### src/verilog/fogsw_pkg.sv
// Purpose: shared constants and types for the fanout output gate and serial write target
// Assumes: nine differential outputs, output clock is the reference clock divided by two
// Notes:   configuration bytes hold enables, slew, amplitude and a byte count
`default_nettype none

package fogsw_pkg;

    ////////////////////////////////////////////////////////////////////////////////
    // sizes
    localparam int         NUM_OUT        = 9;
    localparam logic [3:0] BITS_PER_BYTE  = 4'h8;
    // output gating latency in output clock periods, one output period is two clk cycles
    localparam int         OE_LAT_MIN_PER = 1;
    localparam int         OE_LAT_MAX_PER = 3;

    ////////////////////////////////////////////////////////////////////////////////
    // target address choices of the three-level select pin
    localparam logic [1:0] SEL_LOW   = 2'h0;
    localparam logic [1:0] SEL_MID   = 2'h1;
    localparam logic [1:0] SEL_HIGH  = 2'h2;
    localparam logic [6:0] ADDR_LOW  = 7'h6b;
    localparam logic [6:0] ADDR_MID  = 7'h6c;
    localparam logic [6:0] ADDR_HIGH = 7'h6d;

    ////////////////////////////////////////////////////////////////////////////////
    // register indexes and field positions
    localparam logic [7:0] IDX_OE_LO    = 8'h00;
    localparam logic [7:0] IDX_OE_AMP   = 8'h01;
    localparam logic [7:0] IDX_SLEW_LO  = 8'h02;
    localparam logic [7:0] IDX_SLEW_HI  = 8'h03;
    localparam logic [7:0] IDX_REV_VEND = 8'h05;
    localparam logic [7:0] IDX_BCOUNT   = 8'h07;
    localparam int         BIT_OE8      = 5;
    localparam int         BIT_SLEW8    = 0;
    localparam int         BC_W         = 5;

    ////////////////////////////////////////////////////////////////////////////////
    // reset values
    localparam logic [8:0]      DEF_EN    = 9'h1ff;
    localparam logic [8:0]      DEF_SLEW  = 9'h1ff;
    localparam logic [1:0]      DEF_AMP   = 2'h2;
    localparam logic [BC_W-1:0] DEF_BC    = 5'h08;
    // pins idle: bus lines high, power good low, everything else low
    localparam logic [13:0]     PINS_RST  = 14'h3000;

    ////////////////////////////////////////////////////////////////////////////////
    // byte roles within one block write
    localparam logic [1:0] ROLE_ADDR  = 2'h0;
    localparam logic [1:0] ROLE_INDEX = 2'h1;
    localparam logic [1:0] ROLE_COUNT = 2'h2;
    localparam logic [1:0] ROLE_DATA  = 2'h3;

    typedef enum logic [1:0] {ST_IDLE, ST_RECV, ST_ACK} fogsw_state_e;

    typedef struct packed {
        logic [8:0]      en;
        logic [8:0]      slew;
        logic [1:0]      amp;
        logic [BC_W-1:0] bcount;
    } fogsw_cfg_s;

    typedef struct packed {
        logic       scl;
        logic       sda;
        logic       pg;
        logic [1:0] addr_sel;
        logic [8:0] oe;
    } fogsw_pins_s;

endpackage : fogsw_pkg

`default_nettype wire

### src/verilog/fogsw_pin_sync.sv
// Purpose: three-stage pin synchroniser with agreement filter
// Assumes: inputs are asynchronous to clk
// Notes:   a change is taken once stages two and three agree
`default_nettype none

module fogsw_pin_sync
    import fogsw_pkg::*;
#(
    parameter int          W   = 14,
    parameter logic [13:0] RST = PINS_RST
) (
    input  wire logic         clk,
    input  wire logic         reset,
    input  wire logic [W-1:0] pin_in,
    output var  logic [W-1:0] pin_out
);
    logic [W-1:0] s1_r;
    logic [W-1:0] s2_r;
    logic [W-1:0] s3_r;

    ////////////////////////////////////////////////////////////////////////////////
    // first stage feeds only the second, filter looks at stages two and three
    always_ff @(posedge clk) begin
        if (reset) begin
            s1_r    <= RST[W-1:0];
            s2_r    <= RST[W-1:0];
            s3_r    <= RST[W-1:0];
            pin_out <= RST[W-1:0];
        end else begin
            s1_r    <= pin_in;
            s2_r    <= s1_r;
            s3_r    <= s2_r;
            pin_out <= (s2_r & ~(s2_r ^ s3_r)) | (pin_out & (s2_r ^ s3_r));
        end
    end

endmodule : fogsw_pin_sync

`default_nettype wire

### src/verilog/fogsw_top.sv
// Purpose: output gating of a differential fanout buffer plus a serial block-write target
// Assumes: clk is the running reference clock; outputs toggle at clk/2
// Notes:   block reads are not served; target answers only while clk runs
`default_nettype none

// Functional notes
// - power good low forces all outputs low
// - enable pin zero forces output low
// - all conditions true lets clock through
// - matching write address byte is acknowledged
// - index byte acknowledged, sets first register
// - count byte acknowledged and stored
// - data bytes up to the count stored at consecutive indexes, acknowledged
// - pin change acts within 1-3 periods
// - address strap sampled at first power good
// - serial target runs only on reference clock
module fogsw_top (
    input  wire logic       clk,
    input  wire logic       reset,
    input  wire logic       power_good_powerdown_n,
    input  wire logic [1:0] address_select_three_level,
    input  wire logic [8:0] output_enable_pin,
    input  wire logic       smbus_clock,
    input  wire logic       smbus_data_in,
    output var  logic       smbus_data_out,
    output var  logic       smbus_data_oe_n,
    output var  logic [8:0] differential_clock_output_true,
    output var  logic [8:0] differential_clock_output_comp,
    output var  logic [8:0] slew_fast,
    output var  logic [1:0] amplitude
);
    import fogsw_pkg::*;

    ////////////////////////////////////////////////////////////////////////////////
    // helpers
    function automatic logic [6:0] addr_of(input logic [1:0] sel);
        addr_of = (sel == SEL_LOW) ? ADDR_LOW : (sel == SEL_MID) ? ADDR_MID : ADDR_HIGH;
    endfunction : addr_of

    // only writable fields move; reserved and read-only indexes fall through
    function automatic fogsw_cfg_s cfg_write(input fogsw_cfg_s c, input logic [7:0] idx,
                                             input logic [7:0] d);
        cfg_write = c;
        case (idx)
            IDX_OE_LO:   cfg_write.en[7:0]    = d;
            IDX_OE_AMP: begin
                cfg_write.en[8] = d[BIT_OE8];
                cfg_write.amp   = d[1:0];
            end
            IDX_SLEW_LO: cfg_write.slew[7:0]  = d;
            IDX_SLEW_HI: cfg_write.slew[8]    = d[BIT_SLEW8];
            IDX_BCOUNT:  cfg_write.bcount     = d[BC_W-1:0];
            default:     cfg_write            = c;
        endcase
    endfunction : cfg_write

    ////////////////////////////////////////////////////////////////////////////////
    // pin synchronisation
    fogsw_pins_s pins_raw;
    fogsw_pins_s pins_s;

    assign pins_raw = '{scl: smbus_clock, sda: smbus_data_in, pg: power_good_powerdown_n,
                        addr_sel: address_select_three_level, oe: output_enable_pin};

    fogsw_pin_sync #(.W(14), .RST(PINS_RST)) u_sync (
        .clk     (clk),
        .reset   (reset),
        .pin_in  (pins_raw),
        .pin_out (pins_s)
    );

    ////////////////////////////////////////////////////////////////////////////////
    // state
    fogsw_cfg_s   cfg_r;
    fogsw_cfg_s   cfg_nxt;
    fogsw_state_e st_r;
    logic [7:0]   shift_r;
    logic [3:0]   bit_cnt_r;
    logic [1:0]   role_r;
    logic [7:0]   idx_r;
    logic [7:0]   left_r;
    logic         scl_prev_r;
    logic         sda_prev_r;
    logic         pg_prev_r;
    logic         addr_taken_r;
    logic [6:0]   tgt_addr_r;
    logic         phase_r;
    logic [8:0]   gate_r;

    ////////////////////////////////////////////////////////////////////////////////
    // bus event decode, all on the reference clock
    logic       scl_rise;
    logic       scl_fall;
    logic       start_det;
    logic       stop_det;
    logic       byte_done;
    logic       addr_ok;
    logic       do_ack;
    logic       wr_data;

    assign scl_rise  = pins_s.scl & ~scl_prev_r;
    assign scl_fall  = ~pins_s.scl & scl_prev_r;
    assign start_det = pins_s.scl & scl_prev_r & sda_prev_r & ~pins_s.sda;
    assign stop_det  = pins_s.scl & scl_prev_r & ~sda_prev_r & pins_s.sda;
    assign byte_done = scl_fall && (st_r == ST_RECV) && (bit_cnt_r == BITS_PER_BYTE);
    assign addr_ok   = (shift_r == {tgt_addr_r, 1'b0});
    assign do_ack    = (role_r == ROLE_ADDR) ? addr_ok :
                       (role_r == ROLE_DATA) ? (left_r != 8'h00) : 1'b1;
    assign wr_data   = byte_done && (role_r == ROLE_DATA) && (left_r != 8'h00);
    assign cfg_nxt   = wr_data ? cfg_write(cfg_r, idx_r, shift_r) : cfg_r;

    ////////////////////////////////////////////////////////////////////////////////
    // edge history and address strap, caught after reset release
    always_ff @(posedge clk) begin
        if (reset) begin
            scl_prev_r   <= 1'b1;
            sda_prev_r   <= 1'b1;
            pg_prev_r    <= 1'b0;
            addr_taken_r <= 1'b0;
            tgt_addr_r   <= ADDR_LOW;
        end else begin
            scl_prev_r <= pins_s.scl;
            sda_prev_r <= pins_s.sda;
            pg_prev_r  <= pins_s.pg;
            if (pins_s.pg && !pg_prev_r && !addr_taken_r) begin
                tgt_addr_r   <= addr_of(pins_s.addr_sel);
                addr_taken_r <= 1'b1;
            end
        end
    end

    ////////////////////////////////////////////////////////////////////////////////
    // write-only target; clocked by the reference so it is silent when that stops
    always_ff @(posedge clk) begin
        if (reset) begin
            st_r            <= ST_IDLE;
            shift_r         <= 8'h00;
            bit_cnt_r       <= 4'h0;
            role_r          <= ROLE_ADDR;
            idx_r           <= 8'h00;
            left_r          <= 8'h00;
            smbus_data_oe_n <= 1'b1;
        end else if (start_det) begin
            st_r            <= ST_RECV;
            bit_cnt_r       <= 4'h0;
            role_r          <= ROLE_ADDR;
            smbus_data_oe_n <= 1'b1;
        end else if (stop_det) begin
            st_r            <= ST_IDLE;
            smbus_data_oe_n <= 1'b1;
        end else begin
            unique case (st_r)
                ST_IDLE: begin
                end
                ST_RECV: begin
                    if (scl_rise && (bit_cnt_r != BITS_PER_BYTE)) begin
                        shift_r   <= {shift_r[6:0], pins_s.sda};
                        bit_cnt_r <= bit_cnt_r + 4'h1;
                    end
                    if (byte_done) begin
                        st_r            <= do_ack ? ST_ACK : ST_IDLE;
                        smbus_data_oe_n <= ~do_ack;
                        unique case (role_r)
                            ROLE_ADDR:  role_r <= ROLE_INDEX;
                            ROLE_INDEX: begin
                                idx_r  <= shift_r;
                                role_r <= ROLE_COUNT;
                            end
                            ROLE_COUNT: begin
                                left_r <= shift_r;
                                role_r <= ROLE_DATA;
                            end
                            ROLE_DATA: begin
                                idx_r  <= idx_r + 8'h01;
                                left_r <= left_r - 8'h01;
                            end
                        endcase
                    end
                end
                ST_ACK: begin
                    if (scl_fall) begin
                        smbus_data_oe_n <= 1'b1;
                        bit_cnt_r       <= 4'h0;
                        st_r            <= ST_RECV;
                    end
                end
            endcase
        end
    end

    ////////////////////////////////////////////////////////////////////////////////
    // configuration store; data pin only ever pulls low
    always_ff @(posedge clk) begin
        if (reset) begin
            cfg_r          <= '{en: DEF_EN, slew: DEF_SLEW, amp: DEF_AMP, bcount: DEF_BC};
            smbus_data_out <= 1'b0;
        end else begin
            cfg_r          <= cfg_nxt;
            smbus_data_out <= 1'b0;
        end
    end

    assign slew_fast = cfg_r.slew;
    assign amplitude = cfg_r.amp;

    ////////////////////////////////////////////////////////////////////////////////
    // output gating; gate moves only at the end of a high phase, so no runt pulse
    logic [8:0] want;
    logic [8:0] gate_nxt;
    logic [8:0] true_nxt;
    logic [8:0] comp_nxt;

    assign want     = {NUM_OUT{pins_s.pg}} & cfg_r.en & pins_s.oe;
    assign gate_nxt = phase_r ? want : gate_r;
    assign true_nxt = gate_nxt & {NUM_OUT{pins_s.pg & ~phase_r}};
    assign comp_nxt = gate_nxt & {NUM_OUT{pins_s.pg & phase_r}};

    always_ff @(posedge clk) begin
        if (reset) begin
            phase_r                        <= 1'b0;
            gate_r                         <= 9'h000;
            differential_clock_output_true <= 9'h000;
            differential_clock_output_comp <= 9'h000;
        end else begin
            phase_r                        <= ~phase_r;
            gate_r                         <= gate_nxt;
            differential_clock_output_true <= true_nxt;
            differential_clock_output_comp <= comp_nxt;
        end
    end

    ////////////////////////////////////////////////////////////////////////////////
    // checks
    a_pd_all_low: assert property (@(posedge clk) disable iff (reset)
        !pins_s.pg |=> (differential_clock_output_true == 9'h000)
                       && (differential_clock_output_comp == 9'h000))
        else $error("output active while power good low");

    a_bit_off_low: assert property (@(posedge clk) disable iff (reset)
        (!cfg_r.en[0])[*3] |=> !differential_clock_output_true[0]
                               && !differential_clock_output_comp[0])
        else $error("output active with enable bit clear");

    a_pin_off_low: assert property (@(posedge clk) disable iff (reset)
        (!pins_s.oe[0])[*3] |=> !differential_clock_output_true[0]
                                && !differential_clock_output_comp[0])
        else $error("output active with enable pin low");

    a_clock_runs: assert property (@(posedge clk) disable iff (reset)
        (want[0])[*3] |=> (differential_clock_output_true[0]
                           != differential_clock_output_comp[0]))
        else $error("output not toggling while fully enabled");

    a_oe_latency: assert property (@(posedge clk) disable iff (reset)
        $rose(want[0]) |-> ##[1:3] (gate_r[0] || !want[0]))
        else $error("output start later than allowed");

    a_strap_addr: assert property (@(posedge clk) disable iff (reset)
        (pins_s.pg && !pg_prev_r && !addr_taken_r)
        |=> tgt_addr_r == addr_of($past(pins_s.addr_sel)))
        else $error("address strap not captured");

    a_ack_addr: assert property (@(posedge clk) disable iff (reset)
        (byte_done && role_r == ROLE_ADDR && addr_ok && !start_det && !stop_det)
        |=> !smbus_data_oe_n && st_r == ST_ACK)
        else $error("matching address not acknowledged");

    a_index_load: assert property (@(posedge clk) disable iff (reset)
        (byte_done && role_r == ROLE_INDEX && !start_det && !stop_det)
        |=> idx_r == $past(shift_r) && !smbus_data_oe_n)
        else $error("index byte not taken");

    a_count_load: assert property (@(posedge clk) disable iff (reset)
        (byte_done && role_r == ROLE_COUNT && !start_det && !stop_det)
        |=> left_r == $past(shift_r) && !smbus_data_oe_n)
        else $error("count byte not taken");

    a_data_store: assert property (@(posedge clk) disable iff (reset)
        (wr_data && idx_r == IDX_OE_LO && !start_det && !stop_det)
        |=> cfg_r.en[7:0] == $past(shift_r) && idx_r == 8'h01)
        else $error("data byte not stored");

    a_bcount_store: assert property (@(posedge clk) disable iff (reset)
        (wr_data && idx_r == IDX_BCOUNT && !start_det && !stop_det)
        |=> cfg_r.bcount == $past(shift_r[BC_W-1:0]))
        else $error("byte count not stored");

    a_ro_ignored: assert property (@(posedge clk) disable iff (reset)
        (wr_data && idx_r == IDX_REV_VEND) |=> $stable(cfg_r))
        else $error("read-only write changed state");

    a_gate_edge: assert property (@(posedge clk) disable iff (reset)
        (gate_r != $past(gate_r)) |-> $past(phase_r))
        else $error("gate changed mid high phase");

endmodule : fogsw_top

`default_nettype wire

### config.mk
export PLATFORM = sky130hd
export DESIGN_NAME = fogsw_top
export DESIGN_NICKNAME = d
export VERILOG_FILES = /design/src/verilog/fogsw_pkg.sv /design/src/verilog/fogsw_pin_sync.sv /design/src/verilog/fogsw_top.sv
export SDC_FILE = /design/constraint.sdc
export NUM_CORES = 1
export LEC_CHECK = 0
export ABC_AREA = 1
export BUFFER_PORTS_ARGS = -buffer_cell sky130_fd_sc_hd__buf_2
export CORE_UTILIZATION = 55
export CTS_BUF_LIST = sky130_fd_sc_hd__clkbuf_4
export CTS_CLUSTER_SIZE = 20
export DETAILED_ROUTE_END_ITERATION = 10
export HOLD_SLACK_MARGIN = 0.12
export PLACE_DENSITY = 0.74
export SKIP_LAST_GASP = 1
export SLEW_MARGIN = 40
export SYNTH_ARGS = -nofsm -noshare
export SYNTH_HDL_FRONTEND = slang
export SYNTH_SLANG_ARGS = --single-unit
### constraint.sdc
create_clock -name clk -period 4.45 [get_ports clk]
set_input_delay 0.89 -clock clk [delete_from_list [all_inputs] [get_ports clk]]
set_output_delay 0.89 -clock clk [all_outputs]
set_load 0.03 [all_outputs]
**Yosys cells after proc, flatten, opt, wreduce, memory -nomap -nowiden**

Cells that the tools add are included.

- Word-level logic and storage cells: 123
- Output and inout bits: 31
- Register bits after elaboration: 148
- Input port bits: 16

- Add/subtract/negate cells: 3
- Equal/unequal tests: 17
- Bitwise operators: 26
- Muxes and demuxes: 20
- Reduce and logical (&&, ||, !) cells: 31

Operators with widths:

| kind | count |
|---|---|
| AND 9 bit | 4 |
| one-hot mux 8 bit (2 select lines) | 2 |
| AND 14 bit | 2 |
| == test 8 x 2 -> 1 bit, second input constant | 2 |
| NOT 14 bit | 1 |
| bitwise OR 14 bit | 1 |
| XOR 14 bit | 1 |
| != test 4 bit, second input constant | 3 |
| AND reduction 4 bit | 3 |
| AND reduction 5 bit | 2 |
| AND 1 bit | 9 |
| 2-to-1 mux 9 bit | 1 |
| adder 8 x 1 -> 8 bit, second input constant | 1 |
| == test 8 x 1 -> 1 bit, second input constant | 1 |
| == test 8 bit | 1 |
| logical NOT 8 bit | 1 |
| 2-to-1 mux 4 bit | 2 |
| NOT 1 bit | 8 |
| one-hot mux 4 bit (2 select lines) | 1 |
| AND reduction 2 bit | 4 |
| nonzero test 8 bit | 1 |
| subtractor 8 x 1 -> 8 bit, second input constant | 1 |
| logical AND 1 bit | 7 |
| 2-to-1 mux 1 bit | 7 |
| other kinds (19) | 31 |

**Longest topological paths before layout**

Gate-level depths: netlist of run 1.

- Depth after elaboration: 8
- Mapped depth: 11
- Depth with buffers taken out: 10

**Cells and area by module**

Synthesis of run 1 repeated with hierarchy kept, for this count alone.

- Cell total of the unflattened synthesis: 728
- Area, all modules: 5676.7 um^2

Modules (own cells, without submodules):

| module | area an instance (um^2) | seq. area each (um^2) | cells each | instances |
|---|---|---|---|---|
| fogsw_top | 3927.5 | 1761.7 | 536 | 1 |
| fogsw_pin_sync | 1749.2 | 1121.1 | 192 | 1 |

**Worst setup path before layout of run 1**

OpenSTA, ideal clock, no wires.

- Kind: in2reg
- Start: input reset
- End: register (tool-made name)
- Library setup time: 115 ps
- Data arrival time: 1485 ps
- Path slack: 2850 ps
- Buffers on the path: 1
- Stages on the path: 5
- Data required time: 4335 ps
- Cells stage by stage: clkinv_1 > clkbuf_1 > a21oi_1 > o22ai_1 > inv_1

RTL lines:

| item | line | text |
|---|---|---|
| from (decl) | fogsw_top.sv:19 | `input wire logic reset,` |

**Worst setup path after layout of run 1**

- Start: register role_r[1]
- End: register cfg_r[20] in the netlist's numbering

- Cells in the longest elaborated chain, start to end: 4

RTL lines:

| item | line | text |
|---|---|---|
| from (decl) | fogsw_top.sv:79 | `logic [1:0] role_r;` |
| from (signal assigned) | fogsw_top.sv:139 | `role_r <= ROLE_ADDR;` |
| from (signal assigned) | fogsw_top.sv:146 | `role_r <= ROLE_ADDR;` |
| from (signal assigned) | fogsw_top.sv:164 | `ROLE_ADDR: role_r <= ROLE_INDEX;` |
| == test 2 bit | fogsw_top.sv:109 | `assign wr_data = byte_done && (role_r == ROLE_DATA) && (left_r != 8'h00);` |
| logical AND 1 bit (2 in series) | fogsw_top.sv:109 |  |
| AND reduction 2 bit (no line) | n/a |  |
| to (signal assigned) | fogsw_top.sv:195 | `cfg_r <= '{en: DEF_EN, slew: DEF_SLEW, amp: DEF_AMP, bcount: DEF_BC};` |
| to (signal assigned) | fogsw_top.sv:198 | `cfg_r <= cfg_nxt;` |
| to (decl) | fogsw_top.sv:74 | `fogsw_cfg_s cfg_r;` |

Every way passes these cells.
A chain may end at the register's enable or synchronous reset.

==> results of run 1 <==
==> area by class of cell <==
cell class                 count  area (µm²)  share of cell area [%]
sequential                   144        2880                    47.1
multi-input combinational    437        2160                    35.4
inverter                      91         342                    5.59
timing repair buffer          48         248                    4.05
clock inverter                14         180                    2.95
tap                          133         166                    2.72
clock buffer                  18         135                    2.21
==> cell families (layout without fill, tap and decap cells) <==
| group | after synthesis | count (layout) |
|---|---|---|
| AO/OA/AOI/OAI | 108 | 108 |
| XOR/XNOR | 6 | 6 |
| adder cells (fa/ha/maj) | 14 | 14 |
| buffers and inverters | 130 | 171 |
| flip-flops | 144 | 144 |
| other | 1 | 1 |
| AND/OR/NAND/NOR | 308 | 308 |
==> worst min-delay path, cell delays in order (launching register included) <==
cell and delay [ns]:
dfxtp_1 0.32, inv_1 0.04, nor2_1 0.03
==> routing by layer <==
metal	track usage (%)	part of all wire, %	vias up
met5	0	0	-
met4	8.67	1.4	0
met3	4.81	4.0	15
met2	35.4	48	98
met1	26.5	46	2015
li1	-	-	2316
==> registers in the layout (all words and copies together), names as in the netlist, 2 cells and up, named ones only <==
name,cells
u_sync.s1_r,14
u_sync.s2_r,14
u_sync.s3_r,14
cfg_r,9
differential_clock_output_comp,9
differential_clock_output_true,9
gate_r,9
slew_fast,9
idx_r,8
left_r,8
shift_r,8
bit_cnt_r,4
tgt_addr_r,3
amplitude,2
role_r,2
st_r,2
==> power groups by stage <==
stage / clock, mW / sequential, mW / combinational [mW]
floorplan: 0 / 1.35 / 0.0578
global placement: 0 / 1.35 / 0.0714
detailed placement: 0 / 1.35 / 0.0757
CTS: 0.907 / 1.32 / 0.0766
global route: 0.970 / 1.32 / 0.0881
finish: 0.892 / 1.32 / 0.0760
==> synth_stat cells (all sizes together) <==
cell type	count	share of area, %
buf	22	2.9
o22ai	2	0.22
inv	89	6.0
a21oi	47	4.3
dfxtp	144	51
nand2	101	7.0
o21ai	58	5.2
clkbuf	17	1.1
or2	6	0.67
conb	1	0.067
clkinv	2	0.13
ha	14	3.1
nor2	119	8.6
nor2b	1	0.11
xor2	5	0.78
nand4	20	2.2
nand3b	1	0.13
nor3	4	0.36
nand3	56	5.6
xnor2	1	0.16
o211ai	1	0.13
==> path summary, 6_finish.rpt <==
check	start	end	slack, ns	depth (start not counted)
max	role_r[1]	cfg_r[20]	2.39	6
min	u_sync.s1_r[3]	u_sync.s2_r[3]	0.40	2
max reg2reg	role_r[1]	cfg_r[20]	2.39	6
min reg2reg	u_sync.s1_r[3]	u_sync.s2_r[3]	0.40	2
==> placed cells by master, fill, tap and decap left out, drive strengths merged <==
master / synthesis / final
dfxtp: 144 / 144
nor2: 119 / 119
nand2: 101 / 101
inv: 89 / 94
o21ai: 58 / 58
nand3: 56 / 56
buf: 22 / 48
a21oi: 47 / 47
nand4: 20 / 20
clkbuf: 17 / 18
ha: 14 / 14
clkinv: 2 / 8
or2: 6 / 6
xor2: 5 / 5
nor3: 4 / 4
bufinv: 0 / 3
o22ai: 2 / 2
o211ai: 1 / 1
nor2b: 1 / 1
xnor2: 1 / 1
nand3b: 1 / 1
conb: 1 / 1
==> through the flow <==
| stage | total power, mW | hold WS (ns) | setup slack (ns) | cells | utilization (%) |
|---|---|---|---|---|---|
| after CTS | 2.30 | 0.397 | 2.37 | 885 | 62.3 |
| after floorplan | 1.40 | 0.388 | 2.85 | 711 | - |
| after detailed placement | 1.42 | 0.392 | 2.21 | 853 | 59.1 |
| after global placement | 1.42 | 0.390 | 2.30 | 853 | 59.1 |
| final | 2.29 | 0.396 | 2.39 | 885 | 62.3 |
| after global routing | 2.38 | 0.421 | 2.20 | 885 | 62.3 |
==> metrics.yaml, run 1 <==
dpl.hpwl_mm: 7.18
dr.pass1.iters: 5
clkPwrFrac_pct: 39.0
routed_wl_mm: 10.5
relSlewSlack_pct: 49.6
path_buf_inv: 0
crit_arrival_ns: 2.47
holdBufCountCts: 0
drtIter0Drc: 135
final_cell_area_um2: 6120
cts.sinks: 144
fin_crit_sh_pct: 46.4
p_comb_share_pct: 3.3
grt_pass1_vias: 3967
yosys.area_share.simple_pct: 24.6
cts_buffer_depth: 2
cp_slowest_cell: "ha_1"
critical_path_required_ns: 4.86
finalNetCount: 769
coreArea_um2: 9820
hold_path_class: "register to register"
worstPathCellList: "ha_1 > nand3_4 > nor2_8 > nand3_2 > nand2_1 > nand3_1"
sw_frac_of_total_pct: 23.8
crit_family: "simple AND/OR/NAND/NOR gates"
grt_pass1_wl_mm: 17.4
grt_max_degree: 57
worstMarginPinSlew_ns: 0.755
drive_above_1_share_pct: 13.6
port_buffers: 45
io_pins: 47
synth_nets: 741
die_height_um: 103
synth_compound_area_share_pct: 9.79
drtAntennaViolNets: 0
row_count: 36
cts-root-buf: "clkbuf_4"
max_cap_viol_count: 0
max_clock_freq_ghz: 0.485
cpPeakStageDelay_ns: 0.66
critPathLaunchType: "register"
syn-instance-count: 711
die_area_um2: 10600
drcViolationCount: 0
cts.reportedPaths.clkPinSlew_ns: 0.13
outcome: "completed"
n_fill_cell: 900
finalSetupTns_ns: 0
grt_overflow: 0
cp_max_fo: 24
place_congestion: 0.818
crit_path_end_kind: "register"
seq_power_share_pct: 57.7
switchingPower_mw: 0.545
internal_power_mw: 1.74
grt_usage_pct: 21.2
ir_drop_mv: 0.241
clk_latency_ns: 0.54
post_drt_wl_per_cell_um: 11.8
finalSetupViolations: 0
place_area_um2: 5800
antenna_found_initial: 0
rsz0062_at_grt: "no"
power_density_nw_per_um2: 374
cts_made_buffers: 17
ys_seq_area_share_pct: 51.4
synth_area_um2: 5610
path_class: "register to register"
skew_ns: 0.0134
htreeDepth: 4
synthAdderAreaFrac_pct: 3.12
synth.ff_latch_count: 144
synth_top_family_by_area: "simple AND/OR/NAND/NOR gates"
avgViaCountPerCell: 5.02
ys.warnings.count: 0
finalHoldViolations: 0
avgSynthCellArea_um2: 7.89
dr_total_vias: 4444
die_w_um: 103
synth_xor_area_share_pct: 0.937
slew_violations: 0
yosys.cell_types.count: 34
post_cts_buffers: 0
cts_resized: 0
cts_tree: "built"
syn2layout_area_growth_pct: 9.01
synth_mux_area_share_pct: 0
power.leakage_nw: 2.69
n_antenna_cell: 0
initial_core_util_pct: 57.1
finalCriticalPeriod_ns: 2.06
No activity file was read; power rests on OpenSTA's default activity.
==> run 2, diff against run 1 <==
PLACE_DENSITY = 0.77   (was 0.74)
clock period = 1.7 ns   (was 4.45 ns; I/O delays follow)
==> metrics.yaml, run 2 (synthesized netlist as in run 1, its figures left out) <==
post-route-util_pct: 64.8  # was 62.3%
grt_pass1_vias: 4203  # was 3967
cts_buffer_depth: 2  # unchanged
path_class: "register to register"  # unchanged
ir_drop_mv: 0.628  # was 0.241 mV
drtAntennaViolNets: 0  # unchanged
cp_max_fo: 7  # was 24
n_fill_cell: 857  # was 900
initial_core_util_pct: 57.1  # unchanged
die_w_um: 103  # unchanged
slew_violations: 0  # unchanged
critical_path_required_ns: 2.14  # was 4.86 ns
n_antenna_cell: 0  # unchanged
die_height_um: 103  # unchanged
max_clock_freq_ghz: 0.611  # was 0.485 GHz
finalNetCount: 798  # was 769
clkPwrFrac_pct: 34.7  # was 39.0%
p_comb_share_pct: 4.4  # was 3.3%
cts-root-buf: "clkbuf_4"  # unchanged
critPathLaunchType: "register"  # unchanged
drtIter0Drc: 190  # was 135
finalCriticalPeriod_ns: 1.64  # was 2.06 ns
place_congestion: 0.814  # was 0.818
relSlewSlack_pct: 57.4  # was 49.6%
port_buffers: 45  # unchanged
skew_ns: 0.0176  # was 0.0134 ns
cts_made_buffers: 17  # unchanged
reg_top3: "u_sync.s1_r: 14 flops, u_sync.s2_r: 14 flops, u_sync.s3_r: 14 flops"  # unchanged
io_pins: 47  # unchanged
antenna_found_initial: 0  # unchanged
p_total_mw: 5.67  # was 2.29 mW
finalHoldViolations: 0  # unchanged
fin_crit_sh_pct: 96.3  # was 46.4%
grt_overflow: 0  # unchanged
internal_power_mw: 4.16  # was 1.74 mW
drcViolationCount: 0  # unchanged
sw_frac_of_total_pct: 26.7  # was 23.8%
dpl.hpwl_mm: 7.49  # was 7.18 mm
final_common_cell: "dfxtp_1"  # unchanged
grt_pass1_wl_mm: 18.5  # was 17.4 mm
cts.sinks: 144  # unchanged
avgViaCountPerCell: 4.96  # was 5.02
outcome: "completed"  # unchanged
place_inst: 862  # was 853
htreeDepth: 4  # unchanged
dr_total_vias: 4533  # was 4444
grt_usage_pct: 22.6  # was 21.2%
cts.reportedPaths.clkPinSlew_ns: 0.14  # was 0.13 ns
cts_tree: "built"  # unchanged
grt_max_degree: 58  # was 57
rsz0062_at_grt: "yes"  # was no
place_area_um2: 5880  # was 5800 µm²
switchingPower_mw: 1.52  # was 0.545 mW
crit_arrival_ns: 2.08  # was 2.47 ns
clk_latency_ns: 0.54  # about the same
stdcell_count: 914  # was 885
power.leakage_nw: 2.79  # was 2.69 nW
crit_path_end_kind: "register"  # unchanged
power_density_nw_per_um2: 891  # was 374 nW/µm²
row_count: 36  # unchanged
seq_power_share_pct: 60.9  # was 57.7%
worstMarginPinSlew_ns: 0.636  # was 0.755 ns
coreArea_um2: 9820  # unchanged
post_drt_wl_per_cell_um: 12.1  # was 11.8 µm
hold_path_class: "input port to register"  # was register to register
routed_wl_mm: 11.1  # was 10.5 mm
finalSetupViolations: 0  # unchanged
final_cell_mix: "142 x dfxtp_1, 115 x nor2_1, 95 x nand2_1"  # was 144 x dfxtp_1, 115 x nor2_1, 98 x nand2_1
dr.pass1.iters: 4  # was 5
final_cell_area_um2: 6370  # was 6120 µm²
syn2layout_area_growth_pct: 13.5  # was 9.01%
max_cap_viol_count: 0  # unchanged
die_area_um2: 10600  # unchanged
drive_above_1_share_pct: 16.1  # was 13.6%
run 2: layer usage:
layer  GRT usage (%)  vias to the layer above  share of wire (%)
met5               0                        -                  0
met2            38.4                       87                 49
li1                -                     2374                  -
met1            27.6                     2063                 46
met4            8.56                        0                1.0
met3            5.76                        9                4.0
run 2: worst max-delay path, stage by stage (launching register included):
cell,delay (ns)
dfxtp_1,0.33
inv_1,0.12
ha_1,0.17
nand3_1,0.09
nor2_2,0.38
nor2_8,0.11
buf_6,0.16
nand3_1,0.09
nand3_1,0.10
run 2: cell type report:
cell class / count / area (µm²) / share of cell area, %
Sequential cell: 144 / 2890 / 45.3
Multi-Input combinational cell: 438 / 2200 / 34.6
Timing Repair Buffer: 76 / 513 / 8.06
Inverter: 91 / 342 / 5.36
Tap cell: 133 / 166 / 2.61
Clock inverter: 15 / 129 / 2.02
Clock buffer: 17 / 128 / 2.00
run 2: stage by stage:
stage / hold WS, ns / setup slack [ns] / TNS (ns)
2_1_floorplan: 0.388 / 0.275 / 0
3_3_place_gp: 0.389 / 0.0808 / 0
3_5_place_dp: 0.393 / 0.0234 / 0
4_1_cts: 0.181 / 0.0110 / 0
5_1_grt: 0.189 / -0.0411 / -0.287
6_report: 0.206 / 0.0631 / 0
run 2: power by group through the flow:
stage | registers (mW) | logic [mW] | clock network [mW]
after floorplan | 3.52 | 0.151 | 0
after global placement | 3.53 | 0.199 | 0
after detailed placement | 3.53 | 0.209 | 0
after CTS | 3.45 | 0.235 | 2.01
after global routing | 3.46 | 0.286 | 2.17
final | 3.45 | 0.252 | 1.97
run 2: path summary, 6_finish.rpt:
| check | from | endpoint | slack (ns) | cells past startpoint |
|---|---|---|---|---|
| setup / recovery | left_r[0] | cfg_r[24] | 0.06 | 8 |
| hold / removal | reset | u_sync.s3_r[12] | 0.21 | 3 |
| setup reg to reg | left_r[0] | cfg_r[24] | 0.06 | 8 |
| hold reg to reg | u_sync.s1_r[5] | u_sync.s2_r[5] | 0.41 | 2 |
run 2: repair_timing:
action | in CTS | in global routing
setup buffers | 0 | 5
hold buffers | 14 | 0
setup endpoints to repair | 0 | 23
endpoints found under the hold margin | 14 | 0
gates resized for setup | 0 | 13
